===== src/design/space_decoder_pkg.sv =====
// Summary of operation
// boot from rom starts fetching two bytes below top of address space
// rom image holds short backward jump in last two bytes, chained further
// window 0x20000000 to 0x3fffffff is on-chip peripheral space
// device access inside window goes to peripherals, no external cycle
// device access outside window goes to memory like normal access
// ordinary load or store inside window always goes to external memory
// window split into 4 kbyte blocks, one peripheral per block
// block 0x20000000 interrupt and low power; 0x20001000 reserved
// 0x20002000 memory interface ctrl; 0x20003000, 0x20004000 async serial 0 and 1
// 0x20005000, 0x20006000 async serial 2 and 3 for card slots 0, 1
// 0x20007000, 0x20008000 card clock generators slot 0 and 1
// 0x20009000, 0x2000a000 sync serial controllers 0 and 1
// 0x2000b000 pwm counter; 0x2000c000 onward parallel io ports 0 to 4
// 0x20011000 interrupt level ctrl; 0x20012000 to 0x2001ffff reserved
// 0x20020000, 0x20021000 first and second video decoder dma
// 0x20022000 stream descrambler; 0x20023000 reserved
// 0x20024000 teletext dma; 0x20025000 ieee parallel port dma
// 0x20026000 block move dma, 0x20027000 section filter dma; rest reserved
// reserved device access completes, reads zero, writes ignored, no stall
package space_decoder_pkg;

    // ****************************************
    // address map
    // ****************************************
    localparam logic [31:0] WINDOW_BASE          = 32'h2000_0000;
    localparam logic [31:0] WINDOW_TOP           = 32'h3fff_ffff;
    localparam logic [31:0] rom_start_location   = 32'h7fff_fffe;
    localparam int          BLOCK_SHIFT          = 12;
    localparam int          NUM_PERIPH           = 30;
    localparam int          SEL_W                = 5;

    // ****************************************
    // peripheral select codes (block index inside window)
    // ****************************************
    localparam logic [4:0]  SEL_INT_LOWPOWER     = 5'h00;
    localparam logic [4:0]  SEL_EXT_MEM_IF       = 5'h02;
    localparam logic [4:0]  SEL_ASYNC_SERIAL0    = 5'h03;
    localparam logic [4:0]  SEL_ASYNC_SERIAL3    = 5'h06;
    localparam logic [4:0]  SEL_CARD_CLK1        = 5'h08;
    localparam logic [4:0]  SEL_SYNC_SERIAL1     = 5'h0a;
    localparam logic [4:0]  SEL_PARALLEL_IO4     = 5'h10;
    localparam logic [4:0]  SEL_INT_LEVEL        = 5'h11;

    // window blocks 0x20..0x27 are mapped onto select codes 0x12..0x19
    localparam logic [4:0]  HIGH_GROUP_BASE      = 5'h12;
    localparam logic [4:0]  SEL_DESCRAMBLER      = 5'h14;
    localparam logic [4:0]  SEL_SECTION_DMA      = 5'h19;

    typedef enum logic [1:0] {
        ROUTE_MEMORY = 2'b00,
        ROUTE_PERIPH = 2'b01,
        ROUTE_RESVD  = 2'b11
    } route_t;

    typedef struct packed {
        logic        valid;
        logic        device;
        logic        write;
        logic [31:0] addr;
        logic [31:0] wdata;
        logic [3:0]  be;
    } cpu_req_t;

    typedef struct packed {
        logic        valid;
        logic        write;
        logic [11:0] offset;
        logic [31:0] wdata;
        logic [3:0]  be;
    } per_req_t;

endpackage


===== src/design/peripheral_space_decoder.sv =====
`timescale 1ns/10ps
`default_nettype none

module peripheral_space_decoder #(
    parameter int NUM_PERIPH = space_decoder_pkg::NUM_PERIPH
) (
    // clock and reset
    input  wire logic                          core_clk_in,
    input  wire logic                          rst_b_in,
    // processor port
    input  wire space_decoder_pkg::cpu_req_t   cpu_req_in,
    output logic                               cpu_ack_out,
    output logic [31:0]                        cpu_rdata_out,
    output logic [31:0]                        boot_addr_out,
    // peripheral side
    output space_decoder_pkg::per_req_t        per_req_out,
    output logic [NUM_PERIPH-1:0]              per_sel_out,
    input  wire logic [NUM_PERIPH-1:0]         per_ack_in,
    input  wire logic [NUM_PERIPH*32-1:0]      per_rdata_in,
    // external memory side
    output space_decoder_pkg::cpu_req_t        mem_req_out,
    input  wire logic                          mem_ack_in,
    input  wire logic [31:0]                   mem_rdata_in
);
    // ****************************************
    // decode
    // ****************************************
    logic                          hit;
    logic [4:0]                    sel;
    logic                          in_window;
    space_decoder_pkg::route_t     route;
    logic                          busy_q;
    logic                          busy_d;
    space_decoder_pkg::route_t     route_q;
    logic [4:0]                    sel_q;
    logic [31:0]                   mux_rdata;

    block_index_decode u_decode (
        .addr_in (cpu_req_in.addr),
        .hit_out (hit),
        .sel_out (sel)
    );

    assign in_window = cpu_req_in.addr >= space_decoder_pkg::WINDOW_BASE
                    && cpu_req_in.addr <= space_decoder_pkg::WINDOW_TOP;

    always_comb begin
        if (!cpu_req_in.device || !in_window) begin
            route = space_decoder_pkg::ROUTE_MEMORY;
        end else if (hit) begin
            route = space_decoder_pkg::ROUTE_PERIPH;
        end else begin
            route = space_decoder_pkg::ROUTE_RESVD;
        end
    end

    // ****************************************
    // request tracking
    // one access in flight; processor holds request until ack
    // ****************************************
    assign busy_d = busy_q ? !((route_q == space_decoder_pkg::ROUTE_PERIPH && per_ack_in[sel_q])
                               || (route_q == space_decoder_pkg::ROUTE_MEMORY && mem_ack_in)
                               || route_q == space_decoder_pkg::ROUTE_RESVD)
                           : cpu_req_in.valid && !cpu_ack_out;

    always_ff @(posedge core_clk_in) begin
        if (!rst_b_in) begin
            busy_q  <= 1'b0;
            route_q <= space_decoder_pkg::ROUTE_MEMORY;
            sel_q   <= 5'h00;
        end else begin
            busy_q <= busy_d;
            if (!busy_q && cpu_req_in.valid && !cpu_ack_out) begin
                route_q <= route;
                sel_q   <= sel;
            end
        end
    end

    // ****************************************
    // downstream requests
    // ****************************************
    always_ff @(posedge core_clk_in) begin
        if (!rst_b_in) begin
            per_req_out <= '0;
            per_sel_out <= '0;
            mem_req_out <= '0;
        end else if (!busy_q && cpu_req_in.valid && !cpu_ack_out) begin
            if (route == space_decoder_pkg::ROUTE_PERIPH) begin
                per_req_out.valid  <= 1'b1;
                per_req_out.write  <= cpu_req_in.write;
                per_req_out.offset <= cpu_req_in.addr[11:0];
                per_req_out.wdata  <= cpu_req_in.wdata;
                per_req_out.be     <= cpu_req_in.be;
                per_sel_out        <= NUM_PERIPH'(1) << sel;
            end else if (route == space_decoder_pkg::ROUTE_MEMORY) begin
                mem_req_out <= cpu_req_in;
            end
        end else if (busy_q && busy_d) begin
            // hold until the target acks
        end else begin
            per_req_out <= '0;
            per_sel_out <= '0;
            mem_req_out <= '0;
        end
    end

    // ****************************************
    // answer to processor
    // reserved blocks ack at once with zero so the cpu never hangs
    // ****************************************
    assign mux_rdata = per_rdata_in[sel_q*32 +: 32];

    always_ff @(posedge core_clk_in) begin
        if (!rst_b_in) begin
            cpu_ack_out   <= 1'b0;
            cpu_rdata_out <= 32'h0000_0000;
        end else begin
            cpu_ack_out   <= busy_q && !busy_d;
            cpu_rdata_out <= 32'h0000_0000;
            if (busy_q && !busy_d) begin
                if (route_q == space_decoder_pkg::ROUTE_PERIPH) begin
                    cpu_rdata_out <= mux_rdata;
                end else if (route_q == space_decoder_pkg::ROUTE_MEMORY) begin
                    cpu_rdata_out <= mem_rdata_in;
                end
            end
        end
    end

    // ****************************************
    // boot entry
    // ****************************************
    always_ff @(posedge core_clk_in) begin
        if (!rst_b_in) begin
            boot_addr_out <= space_decoder_pkg::rom_start_location;
        end else begin
            boot_addr_out <= space_decoder_pkg::rom_start_location;
        end
    end

    // ****************************************
    // checks
    // ****************************************
    a_dev_window_periph: assert property (@(posedge core_clk_in) disable iff (!rst_b_in)
        (!busy_q && cpu_req_in.valid && !cpu_ack_out && route == space_decoder_pkg::ROUTE_PERIPH)
        |=> per_req_out.valid && !mem_req_out.valid)
        else $error("device access in window not sent to peripheral");
    a_plain_to_mem: assert property (@(posedge core_clk_in) disable iff (!rst_b_in)
        (!busy_q && cpu_req_in.valid && !cpu_ack_out && !cpu_req_in.device)
        |=> mem_req_out.valid && per_sel_out == '0)
        else $error("plain access did not reach memory");
    a_dev_outside_mem: assert property (@(posedge core_clk_in) disable iff (!rst_b_in)
        (!busy_q && cpu_req_in.valid && !cpu_ack_out && cpu_req_in.device && !in_window)
        |=> mem_req_out.valid)
        else $error("device access outside window not sent to memory");
    a_resvd_zero_ack: assert property (@(posedge core_clk_in) disable iff (!rst_b_in)
        (!busy_q && cpu_req_in.valid && !cpu_ack_out && route == space_decoder_pkg::ROUTE_RESVD)
        |=> ##1 cpu_ack_out && cpu_rdata_out == 32'h0000_0000 && per_sel_out == '0)
        else $error("reserved access not completed with zero");
    a_block_select: assert property (@(posedge core_clk_in) disable iff (!rst_b_in)
        (!busy_q && cpu_req_in.valid && !cpu_ack_out && route == space_decoder_pkg::ROUTE_PERIPH)
        |=> per_sel_out == NUM_PERIPH'(1) << $past(cpu_req_in.addr[16:12])
            || $past(cpu_req_in.addr[17]))
        else $error("wrong block selected");
    a_emi_block: assert property (@(posedge core_clk_in)
        (cpu_req_in.addr[31:12] == 20'h2000_2) |-> hit && sel == space_decoder_pkg::SEL_EXT_MEM_IF)
        else $error("memory interface block not decoded");
    a_desc_block: assert property (@(posedge core_clk_in)
        (cpu_req_in.addr[31:12] == 20'h2002_2) |-> hit && sel == space_decoder_pkg::SEL_DESCRAMBLER)
        else $error("descrambler block not decoded");
    a_int_lowpower: assert property (@(posedge core_clk_in)
        (cpu_req_in.addr[31:12] == 20'h2000_0) |-> hit && sel == space_decoder_pkg::SEL_INT_LOWPOWER)
        else $error("interrupt and low power block not decoded");
    a_async_serial: assert property (@(posedge core_clk_in)
        (cpu_req_in.addr[31:12] == 20'h2000_3) |-> hit && sel == space_decoder_pkg::SEL_ASYNC_SERIAL0)
        else $error("first async serial block not decoded");
    a_card_serial: assert property (@(posedge core_clk_in)
        (cpu_req_in.addr[31:12] == 20'h2000_6) |-> hit && sel == space_decoder_pkg::SEL_ASYNC_SERIAL3)
        else $error("card slot 1 serial block not decoded");
    a_card_clock: assert property (@(posedge core_clk_in)
        (cpu_req_in.addr[31:12] == 20'h2000_8) |-> hit && sel == space_decoder_pkg::SEL_CARD_CLK1)
        else $error("card slot 1 clock block not decoded");
    a_sync_serial: assert property (@(posedge core_clk_in)
        (cpu_req_in.addr[31:12] == 20'h2000_a) |-> hit && sel == space_decoder_pkg::SEL_SYNC_SERIAL1)
        else $error("second sync serial block not decoded");
    a_last_pio: assert property (@(posedge core_clk_in)
        (cpu_req_in.addr[31:12] == 20'h2001_0) |-> hit && sel == space_decoder_pkg::SEL_PARALLEL_IO4)
        else $error("last parallel io block not decoded");
    a_int_level: assert property (@(posedge core_clk_in)
        (cpu_req_in.addr[31:12] == 20'h2001_1) |-> hit && sel == space_decoder_pkg::SEL_INT_LEVEL)
        else $error("interrupt level block not decoded");
    a_section_dma: assert property (@(posedge core_clk_in)
        (cpu_req_in.addr[31:12] == 20'h2002_7) |-> hit && sel == space_decoder_pkg::SEL_SECTION_DMA)
        else $error("section filter block not decoded");
    a_resvd_blocks: assert property (@(posedge core_clk_in)
        (cpu_req_in.addr[31:12] == 20'h2000_1 || cpu_req_in.addr[31:12] == 20'h2002_3
         || cpu_req_in.addr[31:12] == 20'h2001_2 || cpu_req_in.addr[31:12] == 20'h2002_8)
        |-> !hit)
        else $error("reserved block selected a peripheral");
    a_single_select: assert property (@(posedge core_clk_in) disable iff (!rst_b_in)
        $onehot0(per_sel_out))
        else $error("more than one peripheral selected");
    a_boot_entry: assert property (@(posedge core_clk_in) disable iff (!rst_b_in)
        boot_addr_out == 32'h7fff_fffe)
        else $error("boot entry wrong");

    c_periph_access: cover property (@(posedge core_clk_in) per_req_out.valid ##[1:20] cpu_ack_out);
    c_mem_access:    cover property (@(posedge core_clk_in) mem_req_out.valid ##[1:20] cpu_ack_out);
    c_resvd_access:  cover property (@(posedge core_clk_in)
        (!busy_q && cpu_req_in.valid && route == space_decoder_pkg::ROUTE_RESVD));

endmodule

`default_nettype wire


===== src/design/block_index_decode.sv =====
`timescale 1ns/10ps
`default_nettype none

module block_index_decode (
    // address
    input  wire logic [31:0] addr_in,
    // result
    output logic             hit_out,
    output logic [4:0]       sel_out
);
    logic [19:0] blk;

    // ****************************************
    // window and 4k block lookup
    // ****************************************
    always_comb begin
        blk     = addr_in[31:12];
        hit_out = 1'b0;
        sel_out = 5'h00;
        if (addr_in >= space_decoder_pkg::WINDOW_BASE
            && addr_in <= space_decoder_pkg::WINDOW_TOP) begin
            if (blk[19:5] == 15'h1000) begin
                // blocks 0x00..0x11; 0x01 is reserved R8
                if (blk[4:0] <= space_decoder_pkg::SEL_INT_LEVEL
                    && blk[4:0] != 5'h01) begin
                    hit_out = 1'b1;
                    sel_out = blk[4:0];
                end
            end else if (blk[19:3] == 17'h04004) begin
                // blocks 0x20..0x27; 0x23 is reserved R16
                if (blk[2:0] != 3'h3) begin
                    hit_out = 1'b1;
                    sel_out = 5'(space_decoder_pkg::HIGH_GROUP_BASE + 5'(blk[2:0]));
                end
            end
        end
    end

endmodule

`default_nettype wire


===== config.mk =====
export PLATFORM = sky130hd
export DESIGN_NAME = peripheral_space_decoder
export DESIGN_NICKNAME = d
export VERILOG_FILES = /design/src/design/space_decoder_pkg.sv /design/src/design/peripheral_space_decoder.sv /design/src/design/block_index_decode.sv
export SDC_FILE = /design/constraint.sdc
export NUM_CORES = 1
export LEC_CHECK = 0
export ABC_AREA = 1
export ABC_CLOCK_PERIOD_IN_PS = 2600
export BUFFER_PORTS_ARGS = -buffer_cell sky130_fd_sc_hd__buf_2
export CAP_MARGIN = 10
export CORE_AREA = 2 2 508 510
export CTS_BUF_LIST = sky130_fd_sc_hd__clkbuf_8
export CTS_CLUSTER_DIAMETER = 200
export DETAILED_ROUTE_END_ITERATION = 6
export DIE_AREA = 0 0 510 512
export GPL_ROUTABILITY_DRIVEN = 0
export GPL_TIMING_DRIVEN = 1
export SKIP_LAST_GASP = 1
export SYNTH_ARGS = -nofsm -noshare
export SYNTH_HDL_FRONTEND = slang
export SYNTH_HIERARCHICAL = 1
export SYNTH_SLANG_ARGS = --single-unit

===== constraint.sdc =====
create_clock -name core_clk_in -period 2.6 [get_ports core_clk_in]
set_clock_uncertainty 0.05 [all_clocks]
set_input_delay 0.26 -clock core_clk_in [delete_from_list [all_inputs] [get_ports core_clk_in]]
set_output_delay 0.26 -clock core_clk_in [all_outputs]
set_load 0.01 [all_outputs]

==> results.md, run 1 <==
| Metric | Value | Unit |
|:---|:---|:---|
| Unrepaired setup endpoints after global routing | true | - |
| Type of the tightest min-delay check | in -> reg | - |
| Post-DRT Antenna Nets | 0 | - |
| Number of distinct library cell variants in the gate-level netlist after synthesis | 36 | - |
| Antenna violations before repair | 200 | - |
| VDD IR-drop max | 589.2 | uV |
| DIE WIDTH | 510 | um |
| Required arrival time at the worst endpoint | 3.17 | ns |
| Area Growth Syn to Fin | 102.7 | % |
| Crit Path Max Fanout | 7 | - |
| Reg clk slew, reported paths | 0.18 | ns |
| Data arrival time of the critical path | 3.39 | ns |
| Number of buffer cells added on primary ports | 1279 | - |
| Synth Register Bits | 192 | - |
| CTS buffer count | 17 | - |
| Per-cell routed wire length | 27.70 | um |
| CTS tree | yes | - |
| End-of-flow core utilization | 13.53 | % |
| Final hold viol count | 0 | - |
| Instance count along the most critical hold path | 3 | - |
| Drt via density | 3.632 | - |
| Final-layout fill cell count | 29748 | - |
| DRC Markers | 0 | - |
| Placed wire-length estimate | 191800 | um |
| Layout cell share with drive strength beyond 1 | 44.13 | % |
| Minimum clock period | 2.820 | ns |
| Library cell appearing most often on the critical path | sky130_fd_sc_hd__nand2_1 | - |
| Power density relative to cell area | 353.7 | mW/mm^2 |
| Starting density of the core | 6.674 | % |
| I/O pin count | 1312 | - |
| Max-cap violations | 0 | - |
| Failing checks | negative setup slack | - |
| Full die area | 0.2611 | mm^2 |
| CTS H-tree depth | 4 | - |
| Largest net degree at the start of global routing | 45 | - |
| Non-filler cells in the finished layout | 8046 | - |
| Maximum number of buffers from clock root to sink | 2 | - |
| Reg2reg end | cpu_rdata_out[20] | - |
| Least-Margin Pin Slew | 1.349 | ns |
| Average footprint of a synthesized cell | 5.822 | um^2 |
| Final TNS setup | -1.611 | ns |
| First-pass iteration count of the detailed router | 6 | - |
| Start point of the worst min-delay path | mem_rdata_in[26] | - |
| Post-synthesis cell count | 2932 | - |
| Worst Hold Path EP | cpu_rdata_out[26] | - |
| Number of sinks on the clock net | 192 | - |
| Pins Over Slew Limit | 0 | - |
| Skew-Pair Late Insertion Delay | 0.64 | ns |
| Critical path's slowest cell | sky130_fd_sc_hd__o211ai_1 | - |
| Vias in the first global route | 27684 | - |
| GRT Resource Usage Total | 15.98 | % |
| Number of warnings reported in the yosys synthesis log | 6 | - |
| FMAX | 354.6 | MHz |
| Remaining global-route overflow | 0 | - |
| Worst setup margin | -0.2204 | ns |
| Die Span Y | 512 | um |
| Status | finished, violations left | - |
| Placement Rows | 186 | - |
| CP endpoint kind | register | - |
| Placed Instance Area | 0.03063 | mm^2 |
| Register-to-Register Setup Slack | -0.22 | ns |
| Post-synth design cell area | 0.01707 | mm^2 |
| Wire length of the first global-routing pass | 271100 | um |
| Placed instance count | 7757 | - |
| Critical path's largest stage delay | 1.05 | ns |
| Critical path, cell by cell | buf_12, nand2_1, buf_12, clkinv_8, buf_16, o21ai_0, o211ai_1, nand3_1, nand2_1, nand2_1, a21oi_2 | - |
| Vias | 29223 | - |
| Area of the core region | 0.2558 | mm^2 |
| Number of cell instances on the worst register-to-register path | 11 | - |
| Final net count | 5637 | - |
| Final period util | 108.5 | % |
| CP Launch Type | register | - |
| Worst slew slack as a fraction of its limit | 9.679 | % |
| Fin Hold WS | 0.03811 | ns |
| Drt first-iter violations | 2444 | - |
| Register area share after synthesis | 22.52 | % |
| Setup Viol. Count Final | 43 | - |
| Final Cell Area | 0.03460 | mm^2 |
| Clk Tree Root Cell | sky130_fd_sc_hd__clkbuf_8 | - |
| Pleak | 15.97 | nW |
| Total wirelength of the detailed-routed design | 222900 | um |
| Kind of critical path | reg -> reg | - |
| RR Startpoint | sel_q[2] | - |
through the flow:
stage / power (mW) / setup slack [ns]
global placement: 9.187 / -0.7460
global route: 12.94 / -0.2498
CTS: 12.38 / -0.1730
detailed placement: 9.167 / -0.7468
floorplan: 5.197 / 0.4094
finish: 12.24 / -0.2204
area by class of cell:
type	count	area (um^2)	share of cell area, %
flip-flops and latches	192	3860	11.16
well taps	3384	4234	12.24
inverters	77	340.3	0.9836
clock buffers	19	261.5	0.7558
repair buffers	1856	13120	37.91
multi-input cells	2395	12350	35.69
clock inverters	13	162.7	0.4701
diodes	110	275.3	0.7955
sequential cells by signal, summed over array words and instances (netlist names):
signal and flops:
per_req_out 50, cpu_rdata_out 32, mem_req_out 71, sel_q 5, route_q 2, cpu_ack_out 1
busy_q 1, per_sel_out 30
layer usage:
layer	vias to the layer above	part of all wire, %	global-route usage (%)
li1	13235	-	-
met1	13555	37	17.39
met2	1892	49	28.54
met3	473	8.5	4.905
met4	68	4.6	6.284
met5	-	0.35	0.3333
power breakdown:
part           switching, mW  internal [mW]  total (mW)
Clock                   1.66          0.794        2.45
Sequential            0.0867           3.05        3.14
Combinational           3.75           2.90        6.65
critical path: cells and delay by family, from the launching register on:
kind	cells	cell delay [ns]
DFF	1	0.39
and+or+nand+nor	4	0.50
buffers and inverters	4	0.53
AOI/OAI and AO/OA	3	1.28
synthesized netlist by cell type, drive strengths merged:
cell type  instances  share of area, %
dfxtp            192                23
o22ai            174               6.4
nand2            739                16
a21boi             1             0.044
buf              138               5.9
mux2i             77               4.5
nand3            147               4.4
nand3b            16              0.70
inv               75               1.6
nand4             30               1.1
ha                 2              0.15
a21oi            185               5.4
or2                1             0.037
o211ai           109               4.8
nor2             516                11
o21ai            355                10
and2               1             0.044
clkinv             2             0.044
nor3               5              0.15
conb               2             0.044
nor4               4              0.15
clkbuf           161               3.5
cells in the final DEF, fill, tap and decap left out, drive strengths merged, types with 30 or more instances in the layout:
| master | instances |
|---|---|
| o21ai | 355 |
| nand3 | 147 |
| inv | 81 |
| dlygate4sd3 | 78 |
| diode | 110 |
| o211ai | 109 |
| dfxtp | 192 |
| a21oi | 185 |
| nand2 | 740 |
| buf | 1760 |
| nor2 | 516 |
| nand4 | 30 |
| mux2i | 77 |
| conb | 32 |
| o22ai | 174 |
what timing repair did:
action,4_1_cts,5_1_grt
pin swaps,48,38
setup endpoints to repair,185,184
hold endpoints to repair,119,0
cloned,16,10
gates resized for setup,234,104
buffers inserted,32,16
hold buffers,78,0
how the worst max path moves through the flow:
| stage | slack (ns) | start | to | cells after the start |
|---|---|---|---|---|
| after floorplan | 0.41 | cpu_req_in[64] | per_sel_out[23] | 15 |
| after global placement | -0.75 | sel_q[0] | cpu_rdata_out[21] | 14 |
| after detailed placement | -0.75 | sel_q[0] | cpu_rdata_out[21] | 14 |
| after CTS | -0.17 | sel_q[0] | cpu_rdata_out[7] | 11 |
| after global routing | -0.25 | sel_q[2] | cpu_rdata_out[20] | 11 |
| final | -0.22 | sel_q[2] | cpu_rdata_out[20] | 11 |
kinds of logic after synthesis:
logic type | share of synthesized area (%)
buffers and inverters | 11.18
adder cells (fa/ha/maj) | 0.1466
other | 0.04400
flip-flops | 22.52
AO/OA/AOI/OAI | 27.05
multiplexers | 4.515
AND/OR/NAND/NOR | 34.55
Power figures use the tool's default switching activity.
==> run 2, diff against run 1 <==
CORE_AREA = 2 2 506 508   (was 2 2 508 510)
DIE_AREA = 0 0 508 510   (was 0 0 510 512)
SYNTH_HIERARCHICAL = unset   (was 1)
==> run 2 against run 1 <==
The run still ends with negative setup slack left; critical endpoint is now cpu_rdata_out[10]; cell area fell by 3.8%; setup slack improved by 0.21 ns; combinational power fell by 18%; sequential cell count did not move; clock power rose by 2%; routed wire length rose by 9.6%; clock-buffer cell count fell by 2; total power fell by 9.4%; critical path depth rose by 2.
==> results.md, run 2 <==
| Metric | Value | Unit | Change |
|:---|:---|:---|:---|
| Status | finished, violations left | - |  |
| Failing checks | negative setup slack | - |  |
| Fin Hold WS | 0.09900 | ns | +0.06089 ns |
| DRC Markers | 0 | - | unchanged |
| Final TNS setup | -0.008965 | ns | +1.602 ns |
| Synth Register Bits | 192 | - | unchanged |
| Largest registers ranked by flip-flop count | mem_req_out x71, per_req_out x50, cpu_rdata_out x32 | - |  |
| Overall power | 11.09 | mW | -9.4% |
| Pre-CTS setup slack | -0.5851 | ns | +0.1618 ns |
| Placed Instance Area | 0.02944 | mm^2 | -3.9% |
| Required arrival time at the worst endpoint | 3.15 | ns | -0.02 ns |
| Register area share after synthesis | 23.25 | % | +0.73 points |
| Vias | 29317 | - | +0.32% |
| Area of the core region | 0.2535 | mm^2 | -0.90% |
| Post-synth design cell area | 0.01653 | mm^2 | -3.1% |
| Die Span Y | 510 | um | -0.39% |
| Unrepaired setup endpoints after global routing | true | - |  |
| Maximum number of buffers from clock root to sink | 2 | - | unchanged |
| Most common library cell in the layout ignoring fill and taps | sky130_fd_sc_hd__buf_2 | - |  |
| Area Growth Syn to Fin | 101.4 | % |  |
| Top cells by instance count after synthesis | sky130_fd_sc_hd__nand2_1 (727), sky130_fd_sc_hd__nor2_1 (422), sky130_fd_sc_hd__o21ai_0 (414) | - |  |
| Number of buffer cells added on primary ports | 1279 | - | unchanged |
| Synth area leaders | sky130_fd_sc_hd__dfxtp_1 (23%), sky130_fd_sc_hd__nand2_1 (17%), sky130_fd_sc_hd__o21ai_0 (13%) | - |  |
| Post-DRT Antenna Nets | 0 | - | unchanged |
| Type of the tightest min-delay check | in -> reg | - |  |
| Reg clk slew, reported paths | 0.19 | ns | about the same |
| Placement Rows | 185 | - | -0.54% |
| Final Cell Area | 0.03329 | mm^2 | -3.8% |
| Starting density of the core | 6.523 | % | -0.15 points |
| Area share of the leading cell type in the synthesized netlist | 23.25 | % | +0.73 points |
| Main flop type after synthesis | sky130_fd_sc_hd__dfxtp_1 | - |  |
| CTS buffer count | 17 | - | unchanged |
| CTS H-tree depth | 4 | - | unchanged |
| Final period util | 100.3 | % | -8.1 points |
| Largest net degree at the start of global routing | 75 | - | +67% |
| Layout cell share with drive strength beyond 1 | 42.75 | % | -1.4 points |
| Minimum clock period | 2.609 | ns | -0.2114 ns |
| Pleak | 14.87 | nW | -6.9% |
| Clk Tree Root Cell | sky130_fd_sc_hd__clkbuf_8 | - |  |
| Max-cap violations | 0 | - | unchanged |
| Remaining global-route overflow | 0 | - | unchanged |
| Pins Over Slew Limit | 0 | - | unchanged |
| Worst setup margin | -0.008965 | ns | +0.2114 ns |
| Total wirelength of the detailed-routed design | 244300 | um | +9.6% |
| Full die area | 0.2591 | mm^2 | -0.78% |
| CTS tree | yes | - |  |
| Register ranked first by flip-flop count | mem_req_out | - |  |
| Post-synthesis cell count | 2864 | - | -2.3% |
| Drt via density | 3.684 | - | +1.4% |
| Number of warnings reported in the yosys synthesis log | 0 | - | -6 |
| Number of distinct library cell variants in the gate-level netlist after synthesis | 37 | - | +2.8% |
| CP Launch Type | register | - |  |
| Crit Path Max Fanout | 24 | - | +17 |
| I/O pin count | 1312 | - | unchanged |
| Kind of critical path | reg -> reg | - |  |
| Least-Margin Pin Slew | 0.8918 | ns | -0.4571 ns |
| VDD IR-drop max | 627.6 | uV | +6.5% |
| FMAX | 383.3 | MHz | +8.1% |
| CP endpoint kind | register | - |  |
| Skew-Pair Late Insertion Delay | 0.65 | ns | about the same |
| Most frequently used cell type in the post-synthesis netlist | sky130_fd_sc_hd__nand2_1 | - |  |
| Final net count | 5513 | - | -2.2% |
| Antenna violations before repair | 290 | - | +45% |
| Final hold viol count | 0 | - | unchanged |
| Number of flops mapped to enable cells by yosys | 0 | - | unchanged |
| Wire length of the first global-routing pass | 290000 | um | +7.0% |
| Average footprint of a synthesized cell | 5.773 | um^2 | -0.84% |
| Biggest area consumer among synthesized cells | sky130_fd_sc_hd__dfxtp_1 | - |  |
| First-pass iteration count of the detailed router | 6 | - | unchanged |
| Vias in the first global route | 27015 | - | -2.4% |
| Data arrival time of the critical path | 3.16 | ns | -0.23 ns |
| Share of async-settable or async-resettable flops after synthesis | 0 | % | unchanged |
| Per-cell routed wire length | 30.69 | um | +11% |
| Number of sinks on the clock net | 192 | - | unchanged |
| GRT Resource Usage Total | 17.69 | % | +1.7 points |
| Flip-flop count of the largest register after layout | 71 | - | unchanged |
| Power density relative to cell area | 333.2 | mW/mm^2 | -5.8% |
| Placed wire-length estimate | 212700 | um | +11% |
| Commonest non-fill, non-tap cells in the layout | sky130_fd_sc_hd__buf_2 (1279), sky130_fd_sc_hd__nand2_1 (703), sky130_fd_sc_hd__nor2_1 (410) | - |  |
| Drt first-iter violations | 2424 | - | -0.82% |
| Worst slew slack as a fraction of its limit | 40.55 | % | +31 points |
| DIE WIDTH | 508 | um | -0.39% |
| Setup Viol. Count Final | 1 | - | -98% |
## run 2: cell count changes after synthesis, moves of 36 or more
cell                       delta
sky130_fd_sc_hd__buf_2       +36
sky130_fd_sc_hd__o21ai_1     +40
sky130_fd_sc_hd__o211ai_1    -64
sky130_fd_sc_hd__o21ai_0     +59
sky130_fd_sc_hd__a21oi_1     +71
sky130_fd_sc_hd__nor2_1      -89
## run 2: worst max-delay path, cell delays in order (launching register included)
cell and delay, ns:
sky130_fd_sc_hd__dfxtp_4 0.41, sky130_fd_sc_hd__buf_12 0.15, sky130_fd_sc_hd__clkinv_16 0.08, sky130_fd_sc_hd__buf_12 0.15, sky130_fd_sc_hd__bufbuf_16 0.32, sky130_fd_sc_hd__o21ai_0 0.10, sky130_fd_sc_hd__o22ai_1 0.19, sky130_fd_sc_hd__nand2_2 0.16
sky130_fd_sc_hd__o211ai_1 0.25, sky130_fd_sc_hd__nand3_1 0.14, sky130_fd_sc_hd__buf_6 0.17, sky130_fd_sc_hd__o31ai_1 0.07, sky130_fd_sc_hd__nand2_1 0.13, sky130_fd_sc_hd__a21oi_1 0.15
## run 2: worst paths after layout
path	from	to	slack [ns]	cells after the start
setup reg to reg	sel_q[0]	cpu_rdata_out[10]	-0.009	13
setup / recovery	sel_q[0]	cpu_rdata_out[10]	-0.009	13
hold reg to reg	per_req_out[34]	per_req_out[34]	0.41	2
hold / removal	cpu_req_in[42]	per_req_out[42]	0.1	5
## run 2: metal layers
metal	track usage, %	vias to the layer above	share of wire, %
met5	0	-	0.38
met4	8.789	140	5.7
met3	8.234	693	12
met2	29.45	2018	46
met1	18.77	13482	36
li1	-	12984	-
## run 2: cell type report
cell class                      instances  area (um^2)
Antenna cell                          165        412.9
Clock buffer                           17        234.0
Clock inverter                         15        211.5
Fill cell                           29561       220200
Inverter                               75        326.6
Multi-Input combinational cell       2348        11840
Sequential cell                       192         3862
Tap cell                             3366         4212
Timing Repair Buffer                 1781        12200
## run 2: report_power, final
part / switching (mW) / leakage, nW / internal, mW / total [mW]
Clock: 1.72 / 0.219 / 0.790 / 2.51
Sequential: 0.0647 / 1.56 / 3.04 / 3.10
Combinational: 3.13 / 13.1 / 2.35 / 5.48
## run 2: kinds of logic (layout without fill, tap and decap cells)
kind of cell               after synthesis  in the layout  share of synthesized area, %
buffers and inverters                  355           1888                         10.10
and+or+nand+nor                       1301           1302                         31.20
DFF                                    192            192                         23.25
adders and majority gates                2              2                        0.1513
other                                    2            197                       0.04542
muxes                                   73             73                         4.420
AOI/OAI and AO/OA                      939            939                         30.83
## run 2: timing repair
item,CTS,global route
pin swaps,26,43
endpoints found under the setup margin,179,109
buffers inserted,18,23
cloned,15,13
hold buffers,97,0
gates resized for setup,107,152
endpoints found under the hold margin,142,0
## run 2: through the flow
| step | cells | util (%) |
|---|---|---|
| after floorplan | 2894 | - |
| after global placement | 7603 | 11.61 |
| after detailed placement | 7603 | 11.61 |
| after CTS | 7765 | 12.60 |
| after global routing | 7888 | 13.06 |
| final | 7959 | 13.13 |
